### src/common/lsul_consts.vh
// Constants for the LIN synchronisation and UART link block.
`ifndef LSUL_CONSTS_VH
`define LSUL_CONSTS_VH
// ---------------------------------------------------------------
// Register byte offsets
// ---------------------------------------------------------------
`define LSUL_A_TX       12'h000
`define LSUL_A_RX       12'h004
`define LSUL_A_DIVLO    12'h008
`define LSUL_A_DIVHI    12'h00C
`define LSUL_A_FRAC     12'h010
`define LSUL_A_LCR      12'h014
`define LSUL_A_LSR      12'h018
`define LSUL_A_SYNCT    12'h01C
`define LSUL_A_BRKT     12'h020
`define LSUL_A_CTRLA    12'h024
`define LSUL_A_EDGE     12'h028
`define LSUL_A_STAT     12'h02C
`define LSUL_A_MASK     12'h030
`define LSUL_A_P2DAT    12'h034
`define LSUL_A_P2CFG    12'h038
`define LSUL_A_P1CFG    12'h03C
`define LSUL_A_HV_STATUS    12'h040
`define LSUL_A_HVCFG    12'h044
// ---------------------------------------------------------------
// Field positions and reset values
// ---------------------------------------------------------------
`define LSUL_CA_EN      0
`define LSUL_CA_GATE    8
`define LSUL_ST_BRK     0
`define LSUL_ST_STOP    1
`define LSUL_ST_BERR    4
`define LSUL_ST_SC      2
`define LSUL_P2_LINRD   4
`define LSUL_P2_LINDRV  5
`define LSUL_P2_GPIO    20
`define LSUL_P1_UEXT    0
`define LSUL_HV_SCDIS   2
`define LSUL_HV_REEN    3
`define LSUL_CMP_RST    12'h047
`define LSUL_EDGE_RST   8'h32
`define LSUL_CTRLA_RST  9'h000
`define LSUL_DIV_RST    8'h01
`define LSUL_LCR_RST    8'h03
// ---------------------------------------------------------------
// Clock rates (kHz) and derived enable divisors at 125 MHz
// ---------------------------------------------------------------
`define LSUL_PCLK_KHZ   125000
`define LSUL_SYNC_KHZ   5000
`define LSUL_BRK_KHZ    131
`define LSUL_SYNC_DIV   (`LSUL_PCLK_KHZ / `LSUL_SYNC_KHZ)
`define LSUL_BRK_DIV    (`LSUL_PCLK_KHZ / `LSUL_BRK_KHZ)
`define LSUL_OVS        16
`endif

### src/lsul_link.v
// LIN slave link: break and sync timing, UART registers, pin diagnostics, APB.
// Behaviour
// RQ1: UART traffic only after break and sync.
// RQ2: Software derives baud divisors from sync timer.
// RQ3: Configured UART uses plain character framing.
// RQ4: Bytes via transmit/receive registers, status checked.
// RQ5: UART lines may route to external pins.
// RQ6: Break timer starts on first falling edge.
// RQ7: Break interrupt when timer passes compare.
// RQ8: Sync timer starts at start edge, counts edges.
// RQ9: Stop edge reached stops timer, interrupts.
// RQ10: Software ungates receive only after bus high.
// RQ11: LIN pin level readable in port data.
// RQ12: Port bit drives LIN pin in GPIO mode.
// RQ13: Short circuit sets status bit two.
// RQ14: Short flag cleared only by driver re-enable.
// RQ15: Short protection can be disabled.
// RQ16: Sync timer ticks at 5 MHz.
// RQ17: Break timer overflow before rise is error.
// RQ18: Edge counts: stop high nibble, start low.
// RQ19: Break compare resets to 0x47.
`timescale 1ns/100ps
`include "lsul_consts.vh"
module lsul_link (
  input wire pclk, // Core clock, 125 MHz.
  input wire presetn, // Asynchronous reset, active low.
  input wire psel, // APB select.
  input wire penable, // APB enable.
  input wire pwrite, // APB direction.
  input wire [11:0] paddr, // APB byte address.
  input wire [31:0] pwdata, // APB write data.
  output reg [31:0] prdata, // APB read data.
  output reg pready, // APB ready.
  output reg pslverr, // APB error on unmapped address.
  input wire lin_rx_pin, // LIN transceiver receive level.
  output reg lin_tx_pin, // LIN transceiver drive level.
  input wire ext_rxd_pin, // External receive pin.
  output reg ext_txd_pin, // External transmit pin.
  input wire lin_short_pin, // Short circuit detector.
  output reg lin_drv_en, // LIN driver enable.
  output reg irq // Level interrupt.
);
  // ---------------------------------------------------------------
  // Pin synchronisers: change taken when stages two and three agree
  // ---------------------------------------------------------------
  reg [2:0] lin_s_r;
  reg [2:0] ext_s_r;
  reg [2:0] sc_s_r;
  reg lin_r;
  reg ext_r;
  reg sc_r;
  reg lin_prev_r;
  always @(posedge pclk or negedge presetn) begin
    if (!presetn) begin
      lin_s_r <= 3'h7;
      ext_s_r <= 3'h7;
      sc_s_r <= 3'h0;
      lin_r <= 1'b1;
      ext_r <= 1'b1;
      sc_r <= 1'b0;
      lin_prev_r <= 1'b1;
    end else begin
      lin_s_r <= {lin_s_r[1:0], lin_rx_pin};
      ext_s_r <= {ext_s_r[1:0], ext_rxd_pin};
      sc_s_r <= {sc_s_r[1:0], lin_short_pin};
      if (lin_s_r[1] == lin_s_r[2]) lin_r <= lin_s_r[2];
      if (ext_s_r[1] == ext_s_r[2]) ext_r <= ext_s_r[2];
      if (sc_s_r[1] == sc_s_r[2]) sc_r <= sc_s_r[2];
      lin_prev_r <= lin_r;
    end
  end
  wire lin_fall = lin_prev_r && !lin_r;
  wire lin_rise = !lin_prev_r && lin_r;
  // ---------------------------------------------------------------
  // Rate enables: 5 MHz sync tick and 131 kHz break tick
  // ---------------------------------------------------------------
  reg [15:0] sdiv_r;
  reg [15:0] bdiv_r;
  reg sync_tick_r;
  reg brk_tick_r;
  always @(posedge pclk or negedge presetn) begin
    if (!presetn) begin
      sdiv_r <= 16'h0000;
      bdiv_r <= 16'h0000;
      sync_tick_r <= 1'b0;
      brk_tick_r <= 1'b0;
    end else begin
      sync_tick_r <= (sdiv_r == `LSUL_SYNC_DIV - 1); // RQ16
      brk_tick_r <= (bdiv_r == `LSUL_BRK_DIV - 1);
      sdiv_r <= (sdiv_r == `LSUL_SYNC_DIV - 1) ? 16'h0000 : sdiv_r + 16'h0001;
      bdiv_r <= (bdiv_r == `LSUL_BRK_DIV - 1) ? 16'h0000 : bdiv_r + 16'h0001;
    end
  end
  // ---------------------------------------------------------------
  // Registers
  // ---------------------------------------------------------------
  reg [7:0] div_lo_r, div_hi_r, lcr_r, edge_r, mask_r, stat_r;
  reg [15:0] frac_r;
  reg [8:0] ctrla_r;
  reg [11:0] cmp_r;
  reg [31:0] p2cfg_r;
  reg [7:0] p2dat_r;
  reg [7:0] p1cfg_r;
  reg [7:0] hvcfg_r;
  reg sc_flag_r;
  reg [7:0] tx_byte_r;
  reg tx_load_r;
  reg [7:0] rx_byte_r;
  reg rx_full_r, rx_oe_r, rx_fe_r;
  wire acc = psel && penable;
  // Writes and read side effects wait for the edge that completes the transfer.
  wire wr = acc && pwrite && pready;
  wire rd = acc && !pwrite && pready;
  wire [7:0] wst = pwdata[7:0];
  // ---------------------------------------------------------------
  // Break and sync timing engine
  // ---------------------------------------------------------------
  reg [11:0] brk_t_r;
  reg [15:0] sync_t_r;
  reg [3:0] edges_r;
  reg brk_run_r, brk_ok_r, sync_run_r, hdr_done_r;
  wire en = ctrla_r[`LSUL_CA_EN];
  wire brk_hit = brk_run_r && !brk_ok_r && (brk_t_r > cmp_r);
  wire brk_ovf = brk_run_r && brk_tick_r && (brk_t_r == 12'hFFF);
  wire [3:0] edge_nx = edges_r + 4'h1;
  wire stop_hit = lin_fall && brk_ok_r && sync_run_r && (edge_nx == edge_r[7:4]); // RQ18
  always @(posedge pclk or negedge presetn) begin
    if (!presetn) begin
      brk_t_r <= 12'h000;
      sync_t_r <= 16'h0000;
      edges_r <= 4'h0;
      brk_run_r <= 1'b0;
      brk_ok_r <= 1'b0;
      sync_run_r <= 1'b0;
      hdr_done_r <= 1'b0;
    end else if (!en) begin
      brk_run_r <= 1'b0;
      brk_ok_r <= 1'b0;
      sync_run_r <= 1'b0;
      edges_r <= 4'h0;
      hdr_done_r <= 1'b0;
    end else begin
      if (rd && paddr == `LSUL_A_BRKT) brk_t_r <= 12'h000;
      else if (brk_run_r && brk_tick_r && !brk_ovf) brk_t_r <= brk_t_r + 12'h001;
      if (brk_hit) brk_ok_r <= 1'b1;
      if (brk_ovf) brk_run_r <= 1'b0; // RQ17
      if (brk_run_r && brk_ok_r && lin_rise) brk_run_r <= 1'b0;
      if (sync_run_r && sync_tick_r && edges_r >= edge_r[3:0]) begin
        sync_t_r <= sync_t_r + 16'h0001; // RQ16
      end
      if (lin_fall && !hdr_done_r) begin
        if (edges_r == 4'h0) begin
          brk_run_r <= 1'b1; // RQ6
          brk_t_r <= 12'h000;
          edges_r <= 4'h1;
          sync_t_r <= 16'h0000;
        end else if (brk_ok_r) begin
          edges_r <= edge_nx;
          if (edge_nx == edge_r[3:0]) sync_run_r <= 1'b1; // RQ8
          if (stop_hit) begin
            sync_run_r <= 1'b0; // RQ9
            hdr_done_r <= 1'b1; // RQ1
          end
        end
      end
    end
  end
  // ---------------------------------------------------------------
  // UART and routing
  // ---------------------------------------------------------------
  wire ext_sel = p1cfg_r[`LSUL_P1_UEXT];
  // With the LIN path selected, the receive line idles high while gated so no false starts reach the UART.
  wire urxd = ext_sel ? ext_r : (ctrla_r[`LSUL_CA_GATE] ? 1'b1 : lin_r); // RQ5
  wire utxd, ubusy, udone, uferr;
  wire [7:0] udata;
  lsul_uart u_uart (
    .pclk(pclk),
    .presetn(presetn),
    .div({div_hi_r, div_lo_r}),
    .frac(frac_r),
    .lcr(lcr_r),
    .tx_data(tx_byte_r),
    .tx_load(tx_load_r),
    .rxd(urxd),
    .txd(utxd),
    .tx_busy(ubusy),
    .rx_data(udata),
    .rx_done(udone),
    .rx_ferr(uferr)
  ); // RQ3
  wire gpio_mode = p2cfg_r[`LSUL_P2_GPIO];
  always @(posedge pclk or negedge presetn) begin
    if (!presetn) begin
      lin_tx_pin <= 1'b1;
      ext_txd_pin <= 1'b1;
      lin_drv_en <= 1'b1;
      irq <= 1'b0;
    end else begin
      lin_tx_pin <= gpio_mode ? p2dat_r[`LSUL_P2_LINDRV] : (ext_sel ? 1'b1 : utxd); // RQ12
      ext_txd_pin <= ext_sel ? utxd : 1'b1;
      lin_drv_en <= !sc_flag_r || hvcfg_r[`LSUL_HV_SCDIS];
      irq <= |(stat_r & mask_r);
    end
  end
  // ---------------------------------------------------------------
  // APB register writes and event flags (set wins over clear)
  // ---------------------------------------------------------------
  wire [7:0] ev = {3'b000, brk_ovf, 2'b00, stop_hit, brk_hit && !brk_ok_r}; // RQ7 RQ17
  always @(posedge pclk or negedge presetn) begin
    if (!presetn) begin
      div_lo_r <= `LSUL_DIV_RST;
      div_hi_r <= 8'h00;
      frac_r <= 16'h0000;
      lcr_r <= `LSUL_LCR_RST;
      edge_r <= `LSUL_EDGE_RST;
      ctrla_r <= `LSUL_CTRLA_RST;
      cmp_r <= `LSUL_CMP_RST; // RQ19
      mask_r <= 8'h00;
      stat_r <= 8'h00;
      p2cfg_r <= 32'h00000000;
      p2dat_r <= 8'h00;
      p1cfg_r <= 8'h00;
      hvcfg_r <= 8'h00;
      sc_flag_r <= 1'b0;
      tx_byte_r <= 8'h00;
      tx_load_r <= 1'b0;
      rx_byte_r <= 8'h00;
      rx_full_r <= 1'b0;
      rx_oe_r <= 1'b0;
      rx_fe_r <= 1'b0;
    end else begin
      tx_load_r <= 1'b0;
      stat_r <= ((wr && paddr == `LSUL_A_STAT) ? (stat_r & ~wst) : stat_r) | ev;
      if (sc_r && !hvcfg_r[`LSUL_HV_SCDIS]) sc_flag_r <= 1'b1; // RQ13 RQ15
      else if (wr && paddr == `LSUL_A_HVCFG && wst[`LSUL_HV_REEN]) sc_flag_r <= 1'b0; // RQ14
      if (udone) begin
        rx_byte_r <= udata; // RQ4
        rx_oe_r <= rx_full_r;
        rx_fe_r <= uferr;
        rx_full_r <= 1'b1;
      end else if (rd && paddr == `LSUL_A_RX) begin
        rx_full_r <= 1'b0;
      end
      if (rd && paddr == `LSUL_A_LSR) begin
        rx_oe_r <= udone ? rx_full_r : 1'b0;
        rx_fe_r <= udone ? uferr : 1'b0;
      end
      if (wr) begin
        case (paddr)
          `LSUL_A_TX: begin
            tx_byte_r <= wst;
            tx_load_r <= 1'b1; // RQ4
          end
          `LSUL_A_DIVLO: div_lo_r <= wst;
          `LSUL_A_DIVHI: div_hi_r <= wst;
          `LSUL_A_FRAC: frac_r <= pwdata[15:0];
          `LSUL_A_LCR: lcr_r <= wst;
          `LSUL_A_BRKT: cmp_r <= pwdata[11:0];
          `LSUL_A_CTRLA: ctrla_r <= pwdata[8:0];
          `LSUL_A_EDGE: edge_r <= wst;
          `LSUL_A_MASK: mask_r <= wst;
          `LSUL_A_P2DAT: p2dat_r <= wst;
          `LSUL_A_P2CFG: p2cfg_r <= pwdata;
          `LSUL_A_P1CFG: p1cfg_r <= wst;
          `LSUL_A_HVCFG: hvcfg_r <= wst;
          default: ;
        endcase
      end
    end
  end
  // ---------------------------------------------------------------
  // APB read path: one wait state in each access phase
  // ---------------------------------------------------------------
  reg [31:0] rmux;
  reg hit;
  always @* begin
    hit = 1'b1;
    rmux = 32'h00000000;
    case (paddr)
      `LSUL_A_TX: rmux = {24'h000000, tx_byte_r};
      `LSUL_A_RX: rmux = {24'h000000, rx_byte_r}; // RQ4
      `LSUL_A_DIVLO: rmux = {24'h000000, div_lo_r};
      `LSUL_A_DIVHI: rmux = {24'h000000, div_hi_r};
      `LSUL_A_FRAC: rmux = {16'h0000, frac_r};
      `LSUL_A_LCR: rmux = {24'h000000, lcr_r};
      `LSUL_A_LSR: rmux = {25'h0000000, !ubusy, !ubusy && !tx_load_r, 1'b0,
                           rx_fe_r, 1'b0, rx_oe_r, rx_full_r};
      `LSUL_A_SYNCT: rmux = {16'h0000, sync_t_r};
      `LSUL_A_BRKT: rmux = {20'h00000, brk_t_r};
      `LSUL_A_CTRLA: rmux = {23'h000000, ctrla_r};
      `LSUL_A_EDGE: rmux = {24'h000000, edge_r};
      `LSUL_A_STAT: rmux = {24'h000000, stat_r};
      `LSUL_A_MASK: rmux = {24'h000000, mask_r};
      `LSUL_A_P2DAT: rmux = {24'h000000, p2dat_r[7:5], lin_r, p2dat_r[3:0]}; // RQ11
      `LSUL_A_P2CFG: rmux = p2cfg_r;
      `LSUL_A_P1CFG: rmux = {24'h000000, p1cfg_r};
      `LSUL_A_HV_STATUS: rmux = {29'h00000000, sc_flag_r, 2'b00}; // RQ13
      `LSUL_A_HVCFG: rmux = {24'h000000, hvcfg_r};
      default: hit = 1'b0;
    endcase
  end
  always @(posedge pclk or negedge presetn) begin
    if (!presetn) begin
      prdata <= 32'h00000000;
      pready <= 1'b0;
      pslverr <= 1'b0;
    end else begin
      // Ready is registered, so each access phase lasts exactly two cycles.
      pready <= psel && penable && !pready;
      pslverr <= psel && penable && !pready && !hit;
      prdata <= (psel && !pwrite) ? rmux : 32'h00000000;
    end
  end
endmodule // lsul_link

### src/lsul_uart.v
// Byte UART with fractional baud divider and ordinary 8N1-style framing.
`timescale 1ns/100ps
`include "lsul_consts.vh"
module lsul_uart (
  input wire pclk, // Core clock.
  input wire presetn, // Asynchronous reset, active low.
  input wire [15:0] div, // Integer baud divisor.
  input wire [15:0] frac, // Fractional divisor step.
  input wire [7:0] lcr, // Line control.
  input wire [7:0] tx_data, // Byte to send.
  input wire tx_load, // Pulse: start sending tx_data.
  input wire rxd, // Synchronised receive line.
  output reg txd, // Transmit line.
  output reg tx_busy, // Transmitter busy.
  output reg [7:0] rx_data, // Last received byte.
  output reg rx_done, // Pulse: byte received.
  output reg rx_ferr // Pulse with rx_done: stop bit was low.
);
  // ---------------------------------------------------------------
  // Oversampling tick from integer plus fractional divisor
  // ---------------------------------------------------------------
  reg [15:0] cnt_r;
  reg [16:0] facc_r;
  reg tick_r;
  wire [16:0] facc_sum = {1'b0, facc_r[15:0]} + {1'b0, frac};
  always @(posedge pclk or negedge presetn) begin
    if (!presetn) begin
      cnt_r <= 16'h0000;
      facc_r <= 17'h00000;
      tick_r <= 1'b0;
    end else begin
      tick_r <= 1'b0;
      if (cnt_r + 16'h0001 >= div) begin
        // A carry out of the fraction drops this tick; the next one follows div + 1 clocks later.
        facc_r <= facc_sum;
        if (facc_r[16]) begin
          facc_r <= {1'b0, facc_r[15:0]};
          cnt_r <= 16'hFFFF;
        end else begin
          cnt_r <= 16'h0000;
          tick_r <= 1'b1;
        end
      end else begin
        cnt_r <= cnt_r + 16'h0001;
      end
    end
  end
  wire [3:0] nbits = {2'b00, lcr[1:0]} + 4'h5;
  // ---------------------------------------------------------------
  // Transmitter
  // ---------------------------------------------------------------
  reg [3:0] tph_r;
  reg [3:0] tbit_r;
  reg [9:0] tsh_r;
  wire [3:0] tlast = nbits + (lcr[2] ? 4'h2 : 4'h1);
  always @(posedge pclk or negedge presetn) begin
    if (!presetn) begin
      txd <= 1'b1;
      tx_busy <= 1'b0;
      tph_r <= 4'h0;
      tbit_r <= 4'h0;
      tsh_r <= 10'h3FF;
    end else if (tx_load && !tx_busy) begin
      tx_busy <= 1'b1;
      tsh_r <= {2'b11, tx_data};
      tph_r <= 4'h0;
      tbit_r <= 4'h0;
      txd <= 1'b0;
    end else if (tx_busy && tick_r) begin
      tph_r <= tph_r + 4'h1;
      if (tph_r == 4'hF) begin
        if (tbit_r == tlast) begin
          tx_busy <= 1'b0;
          txd <= 1'b1;
        end else begin
          txd <= (tbit_r < nbits) ? tsh_r[0] : 1'b1;
          tsh_r <= {1'b1, tsh_r[9:1]};
          tbit_r <= tbit_r + 4'h1;
        end
      end
    end
  end
  // ---------------------------------------------------------------
  // Receiver: mid-bit sampling at 16x
  // ---------------------------------------------------------------
  reg rbusy_r;
  reg [3:0] rph_r;
  reg [3:0] rbit_r;
  reg [7:0] rsh_r;
  always @(posedge pclk or negedge presetn) begin
    if (!presetn) begin
      rbusy_r <= 1'b0;
      rph_r <= 4'h0;
      rbit_r <= 4'h0;
      rsh_r <= 8'h00;
      rx_data <= 8'h00;
      rx_done <= 1'b0;
      rx_ferr <= 1'b0;
    end else begin
      rx_done <= 1'b0;
      rx_ferr <= 1'b0;
      if (tick_r) begin
        if (!rbusy_r) begin
          if (!rxd) begin
            rbusy_r <= 1'b1;
            rph_r <= 4'h0;
            rbit_r <= 4'h0;
          end
        end else begin
          rph_r <= rph_r + 4'h1;
          if (rph_r == 4'h7) begin
            if (rbit_r == 4'h0 && rxd) begin
              rbusy_r <= 1'b0;
            end else if (rbit_r == nbits + 4'h1) begin
              rbusy_r <= 1'b0;
              rx_data <= rsh_r >> (4'h8 - nbits);
              rx_done <= 1'b1;
              rx_ferr <= !rxd;
            end else begin
              if (rbit_r != 4'h0) begin
                rsh_r <= {rxd, rsh_r[7:1]};
              end
            end
            rbit_r <= rbit_r + 4'h1;
          end
        end
      end
    end
  end
endmodule // lsul_uart
### config.mk
export PLATFORM = sky130hd
export DESIGN_NAME = lsul_link
export DESIGN_NICKNAME = d
export VERILOG_FILES = /design/src/lsul_link.v /design/src/lsul_uart.v
export VERILOG_INCLUDE_DIRS = /design/src /design/src/common
export SDC_FILE = /design/constraint.sdc
export NUM_CORES = 1
export LEC_CHECK = 0
export BUFFER_PORTS_ARGS = -buffer_cell sky130_fd_sc_hd__buf_4
export CORE_MARGIN = 2
export CORE_UTILIZATION = 45
export CTS_BUF_LIST = sky130_fd_sc_hd__clkbuf_4 sky130_fd_sc_hd__clkbuf_8 sky130_fd_sc_hd__clkbuf_16
export DETAILED_ROUTE_END_ITERATION = 10
export PLACE_DENSITY = 0.66
export SKIP_LAST_GASP = 1
export SYNTH_ARGS = -nofsm -noshare
export SYNTH_HDL_FRONTEND = slang
export SYNTH_SLANG_ARGS = --single-unit
### constraint.sdc
create_clock -name pclk -period 5.1 [get_ports pclk]
set_clock_uncertainty 0.15 [all_clocks]
set_input_delay 0.255 -clock pclk [delete_from_list [all_inputs] [get_ports pclk]]
set_output_delay 0.255 -clock pclk [all_outputs]
set_load 0.05 [all_outputs]
==> results.txt, run 1 <==
----------------------------------------------------
[Critical path]
  Critical Path AT ... 3.75 ns
  Worst R2R End ... u_uart.facc_r[4]
  Critical path class ... flip-flop to flip-flop
  Worst setup endpoint ... u_uart.facc_r[4]
  Type of destination of the critical path ... flip-flop
  Worst setup startpoint ... u_uart.cnt_r[3]
  Critical register-to-register path startpoint ... u_uart.cnt_r[3]
  Depth of the most critical reg-to-reg path ... 12
  Reg-to-reg slack, setup ... 1.62 ns
  Worst-path fanout max ... 16
  Data required time at the worst endpoint ... 5.36 ns
  Startpoint types ... flip-flop

[Flow run]
  Max-cap viol count ... 0

[Synth]
  Area of the mapped netlist ... 18200 um2
  Sequential cell area fraction in the yosys report ... 49.9%
  EDFF count, synth ... 0
  Number of standard cells after synthesis ... 1650
  Register bit count reported by yosys ... 361
  Post-Synthesis Mean Instance Area ... 11.0 um2
  Synthesized net count ... 1774
  Number of warnings printed during yosys synthesis ... 0
  Async SR Flop Fraction ... 100%
  Distinct cell type count after synthesis ... 87
  Synth Flop Type ... dfrtp_1

[Clock network]
  Post-CTS Hold Buffers ... 38
  Clock Latency Late Sink ... 0.55 ns
  TritonCTS buffer count ... 41
  TritonCTS clock tree ... done
  Max H-tree Level ... 2
  Count of cells resized by post-cts repair ... 0
  Register clock-pin slew on the reported worst setup and hold paths ... 0.06 ns
  Buffer type at the clock tree root ... clkbuf_16
  # Post-CTS Setup Buffers ... 0
  Clock sink count ... 361
  Clk buf depth ... 3

[STA]
  Highest Clock Rate ... 0.287 GHz
  Transition time of the tightest slew-check pin ... 1.19 ns
  Max-slew violations ... 0
  Worst slew slack as a fraction of its limit ... 20.4%
  Setup Total Neg Slack ... 0 ns
  Fin crit share ... 68.3%
  Hold violation total from the final report ... 0
  Finish-stage setup viols ... 0
  RSZ-0062 raised after global routing ... no
  Final min period ... 3.48 ns

[Finish]
  Number of inserted filler cells in the final layout ... 3475
  Number of standard cells in the final layout excluding fillers ... 2317
  Final #Nets ... 1884
  Post-Layout Inst Area ... 21100 um2
  Multi-input gate area ... 8540 um2
  Storage cell area ... 9070 um2
  Inserted Diodes ... 0
  Area growth from synthesis to layout ... 15.8%
  Proportion of layout cells with a drive suffix above 1 ... 22.1%

[Global routing]
  Initial antenna violation count ... 0
  Via count of the first global-routing pass ... 13.1k
  GRT Util Overall ... 21.9%
  Largest net degree at the start of global routing ... 134
  Global-route wire length before repair ... 72500 um
  Total congestion overflow after global routing ... 0

[Floorplan]
  Starting density of the core ... 45.6%
  IO Pins ... 90
  Die Y-Extent ... 205 um
  Floorplan row count ... 73
  Die width ... 205 um
  Die Outline Area ... 42000 um2
  Core box area ... 39800 um2

[Placed design]
  Placed inst area ... 19300 um2
  Post-detailed-placement half-perimeter wirelength ... 31400 um
  Final Wtd Congestion ... 0.894
  IO buf count ... 89
  # placed instances ... 2204

[Power and ir drop]
  Power density of the placed cells ... 304 nW/um2
  Design Power ... 0.00639 W
  Worst IR Drop VDD ... 0.173 mV
  Leakage power ... 10.0 nW

[Drt]
  Post-detailed-route wirelength per cell ... 19.5 um
  Via count ... 13.3k
  # DRC ... 0
  Overall routed net length ... 45300 um
  Drt initial violations ... 1155
  Number of routed nets with antenna violations ... 0
  DR vias/cell ... 5.73
  DR pass1 iterations ... 7

[Outcome]
  Result of the run ... complete, no violations

[Worst hold path]
  Hold Path Cell Cnt ... 3
  Class of the most critical hold timing path ... primary input to flip-flop

----------------------------------------------------
==> metrics by stage <==
stage,utilization [%],setup WS [ns],hold WS [ns]
2_1_floorplan,-,1.61,-0.191
3_3_place_gp,48.4,1.68,0.193
3_5_place_dp,48.4,1.60,0.190
4_1_cts,52.9,1.59,0.00295
5_1_grt,52.9,1.27,0.0424
6_report,52.9,1.62,0.0181
==> worst min-delay path by stage <==
stage	from	end	slack, ns
final	pwrite	prdata[20]	0.02
after global routing	pwrite	prdata[29]	0.04
after CTS	pwrite	prdata[20]	0.003
after detailed placement	sc_s_r[0]	sc_s_r[1]	0.19
after global placement	sc_s_r[0]	sc_s_r[1]	0.19
after floorplan	presetn	bdiv_r[0]	-0.19
==> kinds of logic after synthesis <==
family / after synthesis / share of synthesized area (%)
simple gates: 486 / 13.9
flops: 361 / 49.9
compound gates: 312 / 11.2
mux: 195 / 12.3
buf+inv: 133 / 3.10
xor+xnor: 88 / 4.32
fa+ha+maj: 75 / 5.20
==> power by group <==
| part | internal, W | switching [W] |
|---|---|---|
| clock network | 0.00181 | 0.00117 |
| registers | 0.00292 | 0.0000991 |
| logic | 0.000150 | 0.000243 |
| total | 0.00488 | 0.00151 |
==> layer usage <==
| layer | global-route usage [%] | vias to the layer above | wire length, um |
|---|---|---|---|
| li1 | - | 6146 | - |
| met1 | 30.5 | 6634 | 20200 |
| met2 | 35.2 | 418 | 21300 |
| met3 | 3.64 | 75 | 2830 |
| met4 | 6.27 | 0 | 979 |
| met5 | 0 | - | 0 |
==> flip-flops by register name (all words and copies together), names as in the netlist, 9 cells and up <==
register       cells
ctrla_r            9
sync_t_r          16
sdiv_r            16
p2cfg_r           32
cmp_r             12
u_uart.cnt_r      16
u_uart.facc_r     17
bdiv_r            16
frac_r            16
prdata            32
brk_t_r           12
==> cells in the final DEF, fill, tap and decap left out, types with 7 or more instances in the layout <==
cell type      instances
dfrtp_1              330
nand2_1              155
mux2_2               153
o21ai_0              108
nor2_1                96
buf_4                 95
ha_1                  70
inv_1                 63
a21oi_1               53
nand3_1               44
xnor2_1               44
xor2_1                43
clkbuf_16             42
dlygate4sd3_1         38
a22oi_1               32
dfstp_2               31
mux2i_1               30
and2_1                28
nand4_1               24
nor3_1                21
and3_1                20
nand2b_1              15
a21o_1                15
o31ai_1               15
clkbuf_4              14
o21a_1                11
clkbuf_8              11
or4_1                 10
nor2b_1                9
nor3b_1                9
nand3b_1               8
a32oi_1                7
a31oi_1                7
a22o_1                 7
==> cell type report <==
| cell class | instances | share of cell area [%] |
|---|---|---|
| Sequential cell | 361 | 43.1 |
| Multi-Input combinational cell | 1156 | 40.6 |
| Clock buffer | 67 | 6.21 |
| Timing Repair Buffer | 136 | 5.46 |
| Tap cell | 525 | 3.12 |
| Inverter | 64 | 1.15 |
| Clock inverter | 8 | 0.392 |
==> synth_stat cells (7+ instances only) <==
| library cell | number | area share, % |
|---|---|---|
| dfrtp_1 | 330 | 45 |
| xnor2_1 | 44 | 2.1 |
| a22o_1 | 7 | 0.34 |
| dfstp_2 | 31 | 4.5 |
| a21o_1 | 15 | 0.62 |
| o21ai_0 | 108 | 3.0 |
| and3_1 | 20 | 0.69 |
| nand2b_1 | 15 | 0.52 |
| a31oi_1 | 7 | 0.24 |
| a22oi_1 | 32 | 1.3 |
| o31ai_1 | 15 | 0.62 |
| nor2b_1 | 9 | 0.31 |
| clkbuf_1 | 44 | 0.91 |
| and2_1 | 28 | 0.96 |
| or4_1 | 10 | 0.41 |
| nor3_1 | 21 | 0.58 |
| nand3_1 | 44 | 1.2 |
| mux2_2 | 153 | 9.5 |
| xor2_1 | 43 | 2.1 |
| buf_2 | 14 | 0.39 |
| nand4_1 | 24 | 0.83 |
| nor3b_1 | 9 | 0.37 |
| nand3b_1 | 8 | 0.33 |
| mux2i_1 | 30 | 1.7 |
| a21oi_1 | 53 | 1.5 |
| o21a_1 | 11 | 0.45 |
| nor2_1 | 96 | 2.0 |
| inv_1 | 63 | 1.3 |
| ha_1 | 70 | 4.8 |
| a32oi_1 | 7 | 0.34 |
| nand2_1 | 155 | 3.2 |
==> critical path, stage by stage, from the launching register on <==
cell and delay, ns:
dfrtp_1 0.39, and3_1 0.21, and3_1 0.20, nand3_1 0.18, nor3_1 0.27, xnor2_1 0.13, ha_1 0.30, nand4_1 0.12
a211oi_1 0.37, a2111oi_4 0.13, or2_1 0.32, inv_4 0.23, mux2_2 0.36
Power figures use the tool's default switching activity.
==> run 2: changes to the inputs <==
--- a/config.mk
+++ b/config.mk
@@ -6,12 +6,13 @@
 export SDC_FILE = /design/constraint.sdc
 export NUM_CORES = 1
 export LEC_CHECK = 0
+export ABC_AREA = 1
 export BUFFER_PORTS_ARGS = -buffer_cell sky130_fd_sc_hd__buf_4
 export CORE_MARGIN = 2
 export CORE_UTILIZATION = 45
 export CTS_BUF_LIST = sky130_fd_sc_hd__clkbuf_4 sky130_fd_sc_hd__clkbuf_8 sky130_fd_sc_hd__clkbuf_16
 export DETAILED_ROUTE_END_ITERATION = 10
-export PLACE_DENSITY = 0.66
+export PLACE_DENSITY = 0.68
 export SKIP_LAST_GASP = 1
 export SYNTH_ARGS = -nofsm -noshare
 export SYNTH_HDL_FRONTEND = slang
==> constraint.sdc (replaced) <==
create_clock -name pclk -period 3.2 [get_ports pclk]
set_clock_uncertainty 0.15 [all_clocks]
set_input_delay 0.16 -clock pclk [delete_from_list [all_inputs] [get_ports pclk]]
set_output_delay 0.16 -clock pclk [all_outputs]
set_load 0.05 [all_outputs]
==> results.txt, run 2 <==
----------------------------------------------------
[Outcome]
  Result of the run ... complete, no violations

[Synth]
  Number of standard cells after synthesis ... 2350 (+42%)
  Post-Synthesis Mean Instance Area ... 8.11 um2 (-26%)
  Sequential cell area fraction in the yosys report ... 47.6% (-2.3 points)
  Synth Flop Type ... dfrtp_1
  Async SR Flop Fraction ... 100% (unchanged)
  Synth area leaders ... dfrtp_1, nand2_1, inv_1, o21ai_0, ha_1
  Most instantiated cells after synthesis ... nand2_1, dfrtp_1, inv_1
  Register bit count reported by yosys ... 361 (unchanged)
  Synthesized net count ... 2474 (+39%)
  Area of the mapped netlist ... 19100 um2 (+4.9%)
  Distinct cell type count after synthesis ... 54 (-38%)
  Most used standard cell by instance count after synthesis ... nand2_1
  Area share of the largest cell type after synthesis ... 43.3% (-2.1 points)
  Largest area contributor in the netlist ... dfrtp_1
  EDFF count, synth ... 0 (unchanged)
  Number of warnings printed during yosys synthesis ... 0 (unchanged)

[Placed design]
  Placed inst area ... 20400 um2 (+5.7%)
  Setup WS pre-CTS ... 0.345 ns (-1.25 ns)
  Final Wtd Congestion ... 0.946 (+5.7%)
  # placed instances ... 2944 (+34%)
  Post-detailed-placement half-perimeter wirelength ... 37800 um (+20%)
  IO buf count ... 89 (unchanged)

[Global routing]
  Total congestion overflow after global routing ... 0 (unchanged)
  Initial antenna violation count ... 1 (+1)
  Largest net degree at the start of global routing ... 85 (-37%)
  Global-route wire length before repair ... 84500 um (+16%)
  GRT Util Overall ... 24.3% (+2.4 points)
  Via count of the first global-routing pass ... 16.0k (+22%)

[Critical path]
  Data required time at the worst endpoint ... 3.54 ns (-1.82 ns)
  Number of cells on the critical path ... 12 (unchanged)
  Worst setup startpoint ... lcr_r[0]
  Worst setup endpoint ... u_uart.tsh_r[5]
  Critical path class ... flip-flop to flip-flop
  Largest stage delay on the critical path ... 0.54 ns (+0.15 ns)
  CP top delay family ... adder cells
  Reg-to-reg slack, setup ... 0.32 ns (-1.30 ns)
  Startpoint types ... flip-flop
  Cell repeated most along the worst path ... nand2_1
  Buffers and inverters on the worst path ... 2 (+1)
  Library cell contributing the largest single delay on the critical path ... fa_1
  Worst-path fanout max ... 10 (-6)
  Critical path cell sequence ... inv_1, ha_1, fa_1, xor2_1, nand2_1, nor2_1, nand2_1, nand2_1, nand2_1, inv_2, nand2_1, nand2_1
  Worst R2R End ... u_uart.tsh_r[5]
  Critical register-to-register path startpoint ... lcr_r[0]
  Depth of the most critical reg-to-reg path ... 12 (unchanged)
  Type of destination of the critical path ... flip-flop
  Critical Path AT ... 3.22 ns (-0.53 ns)

[STA]
  Finish-stage setup viols ... 0 (unchanged)
  Fin crit share ... 90.0% (+22 points)
  Highest Clock Rate ... 0.347 GHz (+21%)
  RSZ-0062 raised after global routing ... no
  Transition time of the tightest slew-check pin ... 0.905 ns (-0.287 ns)
  Hold violation total from the final report ... 0 (unchanged)
  Worst slew slack as a fraction of its limit ... 39.2% (+19 points)
  Final worst setup slack ... 0.320 ns (-1.30 ns)
  Max-slew violations ... 0 (unchanged)
  Final min period ... 2.88 ns (-0.602 ns)
  Setup Total Neg Slack ... 0 ns (unchanged)

[Power and ir drop]
  Cell Int Power ... 0.00789 W (+62%)
  Psw ... 0.00282 W (+87%)
  Net switching share of the total power ... 26.4% (+2.8 points)
  Leakage power ... 10.8 nW (+7.6%)
  Clk network pwr share ... 43.6% (-2.9 points)
  Comb pwr share ... 11.2% (+5.0 points)
  Power density of the placed cells ... 486 nW/um2 (+60%)
  Sequential group share of total power ... 45.2% (-2.1 points)
  Worst IR Drop VDD ... 0.287 mV (+65%)

[Floorplan]
  Die Outline Area ... 44000 um2 (+4.8%)
  Floorplan row count ... 75 (+2.7%)
  Die Y-Extent ... 210 um (+2.4%)
  IO Pins ... 90 (unchanged)
  Starting density of the core ... 45.5% (-0.097 points)
  Core box area ... 41900 um2 (+5.1%)
  Die width ... 210 um (+2.4%)

[Worst hold path]
  Class of the most critical hold timing path ... primary input to asynchronous set/reset pin

[Finish]
  Multi-input gate area ... 8590 um2 (+0.57%)
  Proportion of layout cells with a drive suffix above 1 ... 13.1% (-9.0 points)
  Post-layout utilization of the core ... 52.6% (-0.21 points)
  Area growth from synthesis to layout ... 15.6%
  Post-Layout Inst Area ... 22000 um2 (+4.7%)
  Number of standard cells in the final layout excluding fillers ... 3047 (+32%)
  Final #Nets ... 2605 (+38%)
  Registers with the most flip-flops ... p2cfg_r: 32 flops, prdata: 32 flops, u_uart.facc_r: 17 flops
  Most frequent cells in the layout ... nand2_1, dfrtp_1, inv_1, o21ai_0, nor2_1
  Most common cell after layout, fill and taps aside ... nand2_1
  Inserted Diodes ... 0 (unchanged)
  Number of inserted filler cells in the final layout ... 3865 (+11%)
  Storage cell area ... 9070 um2 (unchanged)

[Drt]
  Overall routed net length ... 52000 um (+15%)
  Post-detailed-route wirelength per cell ... 17.1 um (-13%)
  DR pass1 iterations ... 7 (unchanged)
  # DRC ... 0 (unchanged)
  Number of routed nets with antenna violations ... 0 (unchanged)
  Via count ... 16.1k (+22%)
  DR vias/cell ... 5.30 (-7.6%)
  Drt initial violations ... 1315 (+14%)

[Clock network]
  Buffer type at the clock tree root ... clkbuf_16
  Clk buf depth ... 3 (unchanged)
  TritonCTS clock tree ... done
  Clock sink count ... 361 (unchanged)
  Count of cells resized by post-cts repair ... 0 (unchanged)
  Max H-tree Level ... 2 (unchanged)
  Register clock-pin slew on the reported worst setup and hold paths ... 0.05 ns (about the same)
  Clock Latency Late Sink ... 0.57 ns (+0.02 ns)
  TritonCTS buffer count ... 40 (-2.4%)

[Flow run]
  Max-cap viol count ... 0 (unchanged)

----------------------------------------------------
## run 2: changes by cell type after synthesis, moves of 82 or more
cell / previous run / this run
nor2_1: 96 / 187
inv_1: 63 / 262
mux2_2: 153 / 8
nand2_1: 155 / 642
nand3_1: 44 / 151
o21ai_0: 108 / 190
## run 2: repair_timing
action	4_1_cts	5_1_grt
endpoints found under the setup margin	0	0
endpoints found under the hold margin	163	0
buffers inserted	0	0
hold buffers	34	0
## run 2: cell type report
| class | count | area share, % |
|---|---|---|
| sequential | 361 | 41.2 |
| multi-input combinational | 1644 | 39.0 |
| timing repair buffer | 156 | 6.08 |
| clock buffer | 56 | 5.26 |
| inverter | 278 | 4.74 |
| tap | 539 | 3.06 |
| clock inverter | 13 | 0.715 |
## run 2: logic make-up (layout without fill, tap and decap cells)
kind of cell	count (synthesis)	in the layout	synth area share, %
fa+ha+maj	75	75	4.96
simple gates	1144	1144	26.7
mux	16	16	0.945
flops	361	361	47.6
buf+inv	345	503	7.36
compound gates	353	353	9.87
xor+xnor	56	56	2.57
## run 2: routing by layer
metal	GRT usage [%]	part of all wire [%]	vias to the layer above
li1	-	-	7839
met1	32.3	44	7668
met2	39.5	46	513
met3	4.61	6.4	112
met4	9.37	3.9	2
met5	0	0.025	-
## run 2: how the worst min path moves through the flow
stage                              to  depth (start not counted)
final                      brk_t_r[0]                          2
after global routing       ctrla_r[3]                          3
after CTS                 div_lo_r[4]                          3
after detailed placement   brk_t_r[5]                          1
after global placement     brk_t_r[6]                          1
after floorplan             bdiv_r[0]                          0
## run 2: per-stage QoR
stage	hold slack (ns)	total power (W)
after floorplan	-0.286	0.00562
after global placement	0.0875	0.00607
after detailed placement	0.0980	0.00610
after CTS	0.0478	0.0108
after global routing	0.0785	0.0112
final	0.0788	0.0107
## run 2: power groups by stage
| stage | registers [W] | clock network [W] | logic [W] |
|---|---|---|---|
| 6_report | 0.00485 | 0.00467 | 0.00120 |
| 2_1_floorplan | 0.00489 | 0 | 0.000733 |
| 5_1_grt | 0.00486 | 0.00494 | 0.00137 |
| 3_5_place_dp | 0.00492 | 0 | 0.00118 |
| 4_1_cts | 0.00485 | 0.00477 | 0.00122 |
| 3_3_place_gp | 0.00492 | 0 | 0.00115 |
## run 2: worst register-to-register path, delay by kind of cell, from the launching register on
kind	cells	cell delay, ns
buffers and inverters	2	0.31
adder cells (fa/ha/maj)	2	0.89
flip-flops	1	0.52
AND/OR/NAND/NOR	7	0.80
XOR/XNOR	1	0.14
==> run 3: changes to the inputs <==
--- a/config.mk
+++ b/config.mk
@@ -8,11 +8,13 @@
 export LEC_CHECK = 0
 export ABC_AREA = 1
 export BUFFER_PORTS_ARGS = -buffer_cell sky130_fd_sc_hd__buf_4
+export CELL_PAD_IN_SITES_DETAIL_PLACEMENT = 1
+export CELL_PAD_IN_SITES_GLOBAL_PLACEMENT = 2
 export CORE_MARGIN = 2
-export CORE_UTILIZATION = 45
+export CORE_UTILIZATION = 34
 export CTS_BUF_LIST = sky130_fd_sc_hd__clkbuf_4 sky130_fd_sc_hd__clkbuf_8 sky130_fd_sc_hd__clkbuf_16
 export DETAILED_ROUTE_END_ITERATION = 10
-export PLACE_DENSITY = 0.68
+export PLACE_DENSITY = 0.8
 export SKIP_LAST_GASP = 1
 export SYNTH_ARGS = -nofsm -noshare
 export SYNTH_HDL_FRONTEND = slang
==> results.txt, run 3 (same netlist as run 2, synthesis figures left out) <==
----------------------------------------------------
[Outcome]
  Result of the run ... complete, no violations

[Critical path]
  Worst-path fanout max ... 16 (+6)
  Critical path class ... flip-flop to flip-flop
  Critical path cell sequence ... ha_2, nand3_1, inv_1, nand2_1, xor2_2, inv_1, ha_1, nand4_1, nor3_1, nand3_1, nand3_2, nand2_1, buf_4, nand2_1, nand2_1
  Library cell contributing the largest single delay on the critical path ... dfrtp_2
  CP top delay family ... simple AND/OR/NAND/NOR gates
  Data required time at the worst endpoint ... 3.51 ns (-0.03 ns)
  Critical Path AT ... 3.21 ns (about the same)
  Type of destination of the critical path ... flip-flop
  Largest stage delay on the critical path ... 0.42 ns (-0.12 ns)
  Startpoint types ... flip-flop
  Cell repeated most along the worst path ... nand2_1
  Buffers and inverters on the worst path ... 3 (+1)

[STA]
  RSZ-0062 raised after global routing ... no
  Fin crit share ... 90.5% (+0.48 points)
  Final min period ... 2.90 ns (+0.0155 ns)
  Smallest hold slack ... 0.0216 ns (-0.0572 ns)
  Highest Clock Rate ... 0.345 GHz (-0.53%)
  Transition time of the tightest slew-check pin ... 0.921 ns (+0.0163 ns)
  Hold violation total from the final report ... 0 (unchanged)
  Worst slew slack as a fraction of its limit ... 38.4% (-0.80 points)
  Finish-stage setup viols ... 0 (unchanged)
  Max-slew violations ... 0 (unchanged)
  Setup Total Neg Slack ... 0 ns (unchanged)

[Placed design]
  Post-detailed-placement half-perimeter wirelength ... 44700 um (+18%)
  IO buf count ... 89 (unchanged)
  Final Wtd Congestion ... 0.878 (-7.2%)

[Floorplan]
  Floorplan row count ... 86 (+15%)
  IO Pins ... 90 (unchanged)
  Die Y-Extent ... 241 um (+15%)
  Starting density of the core ... 34.5% (-11 points)
  Core box area ... 55300 um2 (+32%)
  Die Outline Area ... 58000 um2 (+32%)
  Die width ... 241 um (+15%)

[Drt]
  Overall routed net length ... 61400 um (+18%)
  Drt initial violations ... 718 (-45%)
  # DRC ... 0 (unchanged)
  DR pass1 iterations ... 5 (-2)
  Post-detailed-route wirelength per cell ... 18.8 um (+10%)
  Via count ... 16.4k (+1.6%)
  Number of routed nets with antenna violations ... 0 (unchanged)
  DR vias/cell ... 5.01 (-5.4%)

[Clock network]
  Buffer type at the clock tree root ... clkbuf_16
  Clk buf depth ... 3 (unchanged)
  TritonCTS buffer count ... 43 (+7.5%)
  Register clock-pin slew on the reported worst setup and hold paths ... 0.06 ns (about the same)
  # Post-CTS Setup Buffers ... 0 (unchanged)
  Clock Latency Late Sink ... 0.57 ns (about the same)
  Clock sink count ... 361 (unchanged)
  Max H-tree Level ... 2 (unchanged)
  TritonCTS clock tree ... done

[Finish]
  Inserted Diodes ... 0 (unchanged)
  Most common cell after layout, fill and taps aside ... nand2_1
  Final #Nets ... 2614 (+0.35%)
  Registers with the most flip-flops ... p2cfg_r: 32 flops, prdata: 32 flops, u_uart.facc_r: 17 flops
  Number of inserted filler cells in the final layout ... 6657 (+72%)
  Area growth from synthesis to layout ... 18.4%
  Proportion of layout cells with a drive suffix above 1 ... 13.9% (+0.86 points)
  Most frequent cells in the layout ... nand2_1, dfrtp_1, inv_1, o21ai_0, nor2_1

[Power and ir drop]
  Power density of the placed cells ... 508 nW/um2 (+4.5%)
  Net switching share of the total power ... 26.6% (+0.29 points)
  Comb pwr share ... 11.0% (-0.2 points)
  Worst IR Drop VDD ... 0.327 mV (+14%)
  Psw ... 0.00306 W (+8.3%)
  Cell Int Power ... 0.00842 W (+6.7%)
  Clk network pwr share ... 46.7% (+3.1 points)
  Sequential group share of total power ... 42.3% (-2.9 points)
  Leakage power ... 10.9 nW (+1.2%)

[Global routing]
  Global-route wire length before repair ... 98100 um (+16%)
  Via count of the first global-routing pass ... 17.3k (+8.2%)
  Total congestion overflow after global routing ... 0 (unchanged)
  Largest net degree at the start of global routing ... 78 (-8.2%)
  Initial antenna violation count ... 0 (-1)
  GRT Util Overall ... 21.9% (-2.4 points)

[Flow run]
  Max-cap viol count ... 0 (unchanged)

[Worst hold path]
  Class of the most critical hold timing path ... primary input to asynchronous set/reset pin

----------------------------------------------------
-- run 3: area by class of cell --
class / instances / area [um2] / area share [%]
clock buffers: 57 / 1240 / 5.48
clock inverters: 23 / 314 / 1.39
inverters: 278 / 1040 / 4.62
multi-input cells: 1644 / 8610 / 38.2
flip-flops and latches: 361 / 9070 / 40.2
well taps: 748 / 936 / 4.15
repair buffers: 162 / 1360 / 6.01
-- run 3: metrics by stage --
step | util [%] | worst slack (ns) | instance area [um2] | std cells | power (W)
global route | 40.8 | 0.00619 | 22600 | 3273 | 0.0120
detailed placement | 37.4 | 0.110 | 20700 | 3160 | 0.00618
floorplan | - | 0.116 | 19100 | 2350 | 0.00562
CTS | 40.8 | 0.105 | 22500 | 3273 | 0.0117
finish | 40.8 | 0.304 | 22600 | 3273 | 0.0115
global placement | 37.4 | 0.271 | 20700 | 3160 | 0.00613
-- run 3: worst reg2reg max path, cell delays in order (launching register included) --
cell	delay [ns]
dfrtp_2	0.42
ha_2	0.27
nand3_1	0.15
inv_1	0.13
nand2_1	0.09
xor2_2	0.20
inv_1	0.06
ha_1	0.27
nand4_1	0.10
nor3_1	0.23
nand3_1	0.13
nand3_2	0.14
nand2_1	0.08
buf_4	0.23
nand2_1	0.10
nand2_1	0.06
-- run 3: what timing repair did --
item | in CTS | in global routing
hold endpoints to repair | 216 | 0
gates resized for setup | 0 | 6
hold buffers | 33 | 0
setup endpoints to repair | 0 | 34
-- run 3: routing by layer --
metal	part of all wire, %	global-route usage [%]	vias up
met5	0	0	-
met4	3.1	7.52	0
met3	3.9	2.99	94
met2	47	36.3	256
met1	46	29.4	8187
li1	-	-	7854
-- run 3: power by group through the flow --
stage | Combinational [W] | Sequential (W) | Clock (W)
6_report | 0.00127 | 0.00485 | 0.00535
5_1_grt | 0.00145 | 0.00488 | 0.00568
4_1_cts | 0.00129 | 0.00485 | 0.00553
3_5_place_dp | 0.00125 | 0.00493 | 0
3_3_place_gp | 0.00120 | 0.00492 | 0
2_1_floorplan | 0.000733 | 0.00489 | 0
-- run 3: final timing paths --
kind | start | end | slack [ns] | cells past startpoint
setup / recovery | u_uart.cnt_r[0] | u_uart.facc_r[12] | 0.30 | 15
setup reg to reg | u_uart.cnt_r[0] | u_uart.facc_r[12] | 0.30 | 15
min in group pclk | pwrite | brk_t_r[9] | 0.06 | 5
hold / removal | presetn | u_uart.cnt_r[3] | 0.02 | 2
hold reg to reg | lin_s_r[0] | lin_s_r[1] | 0.21 | 0
max in group asynchronous | presetn | u_uart.txd | 1.92 | 3
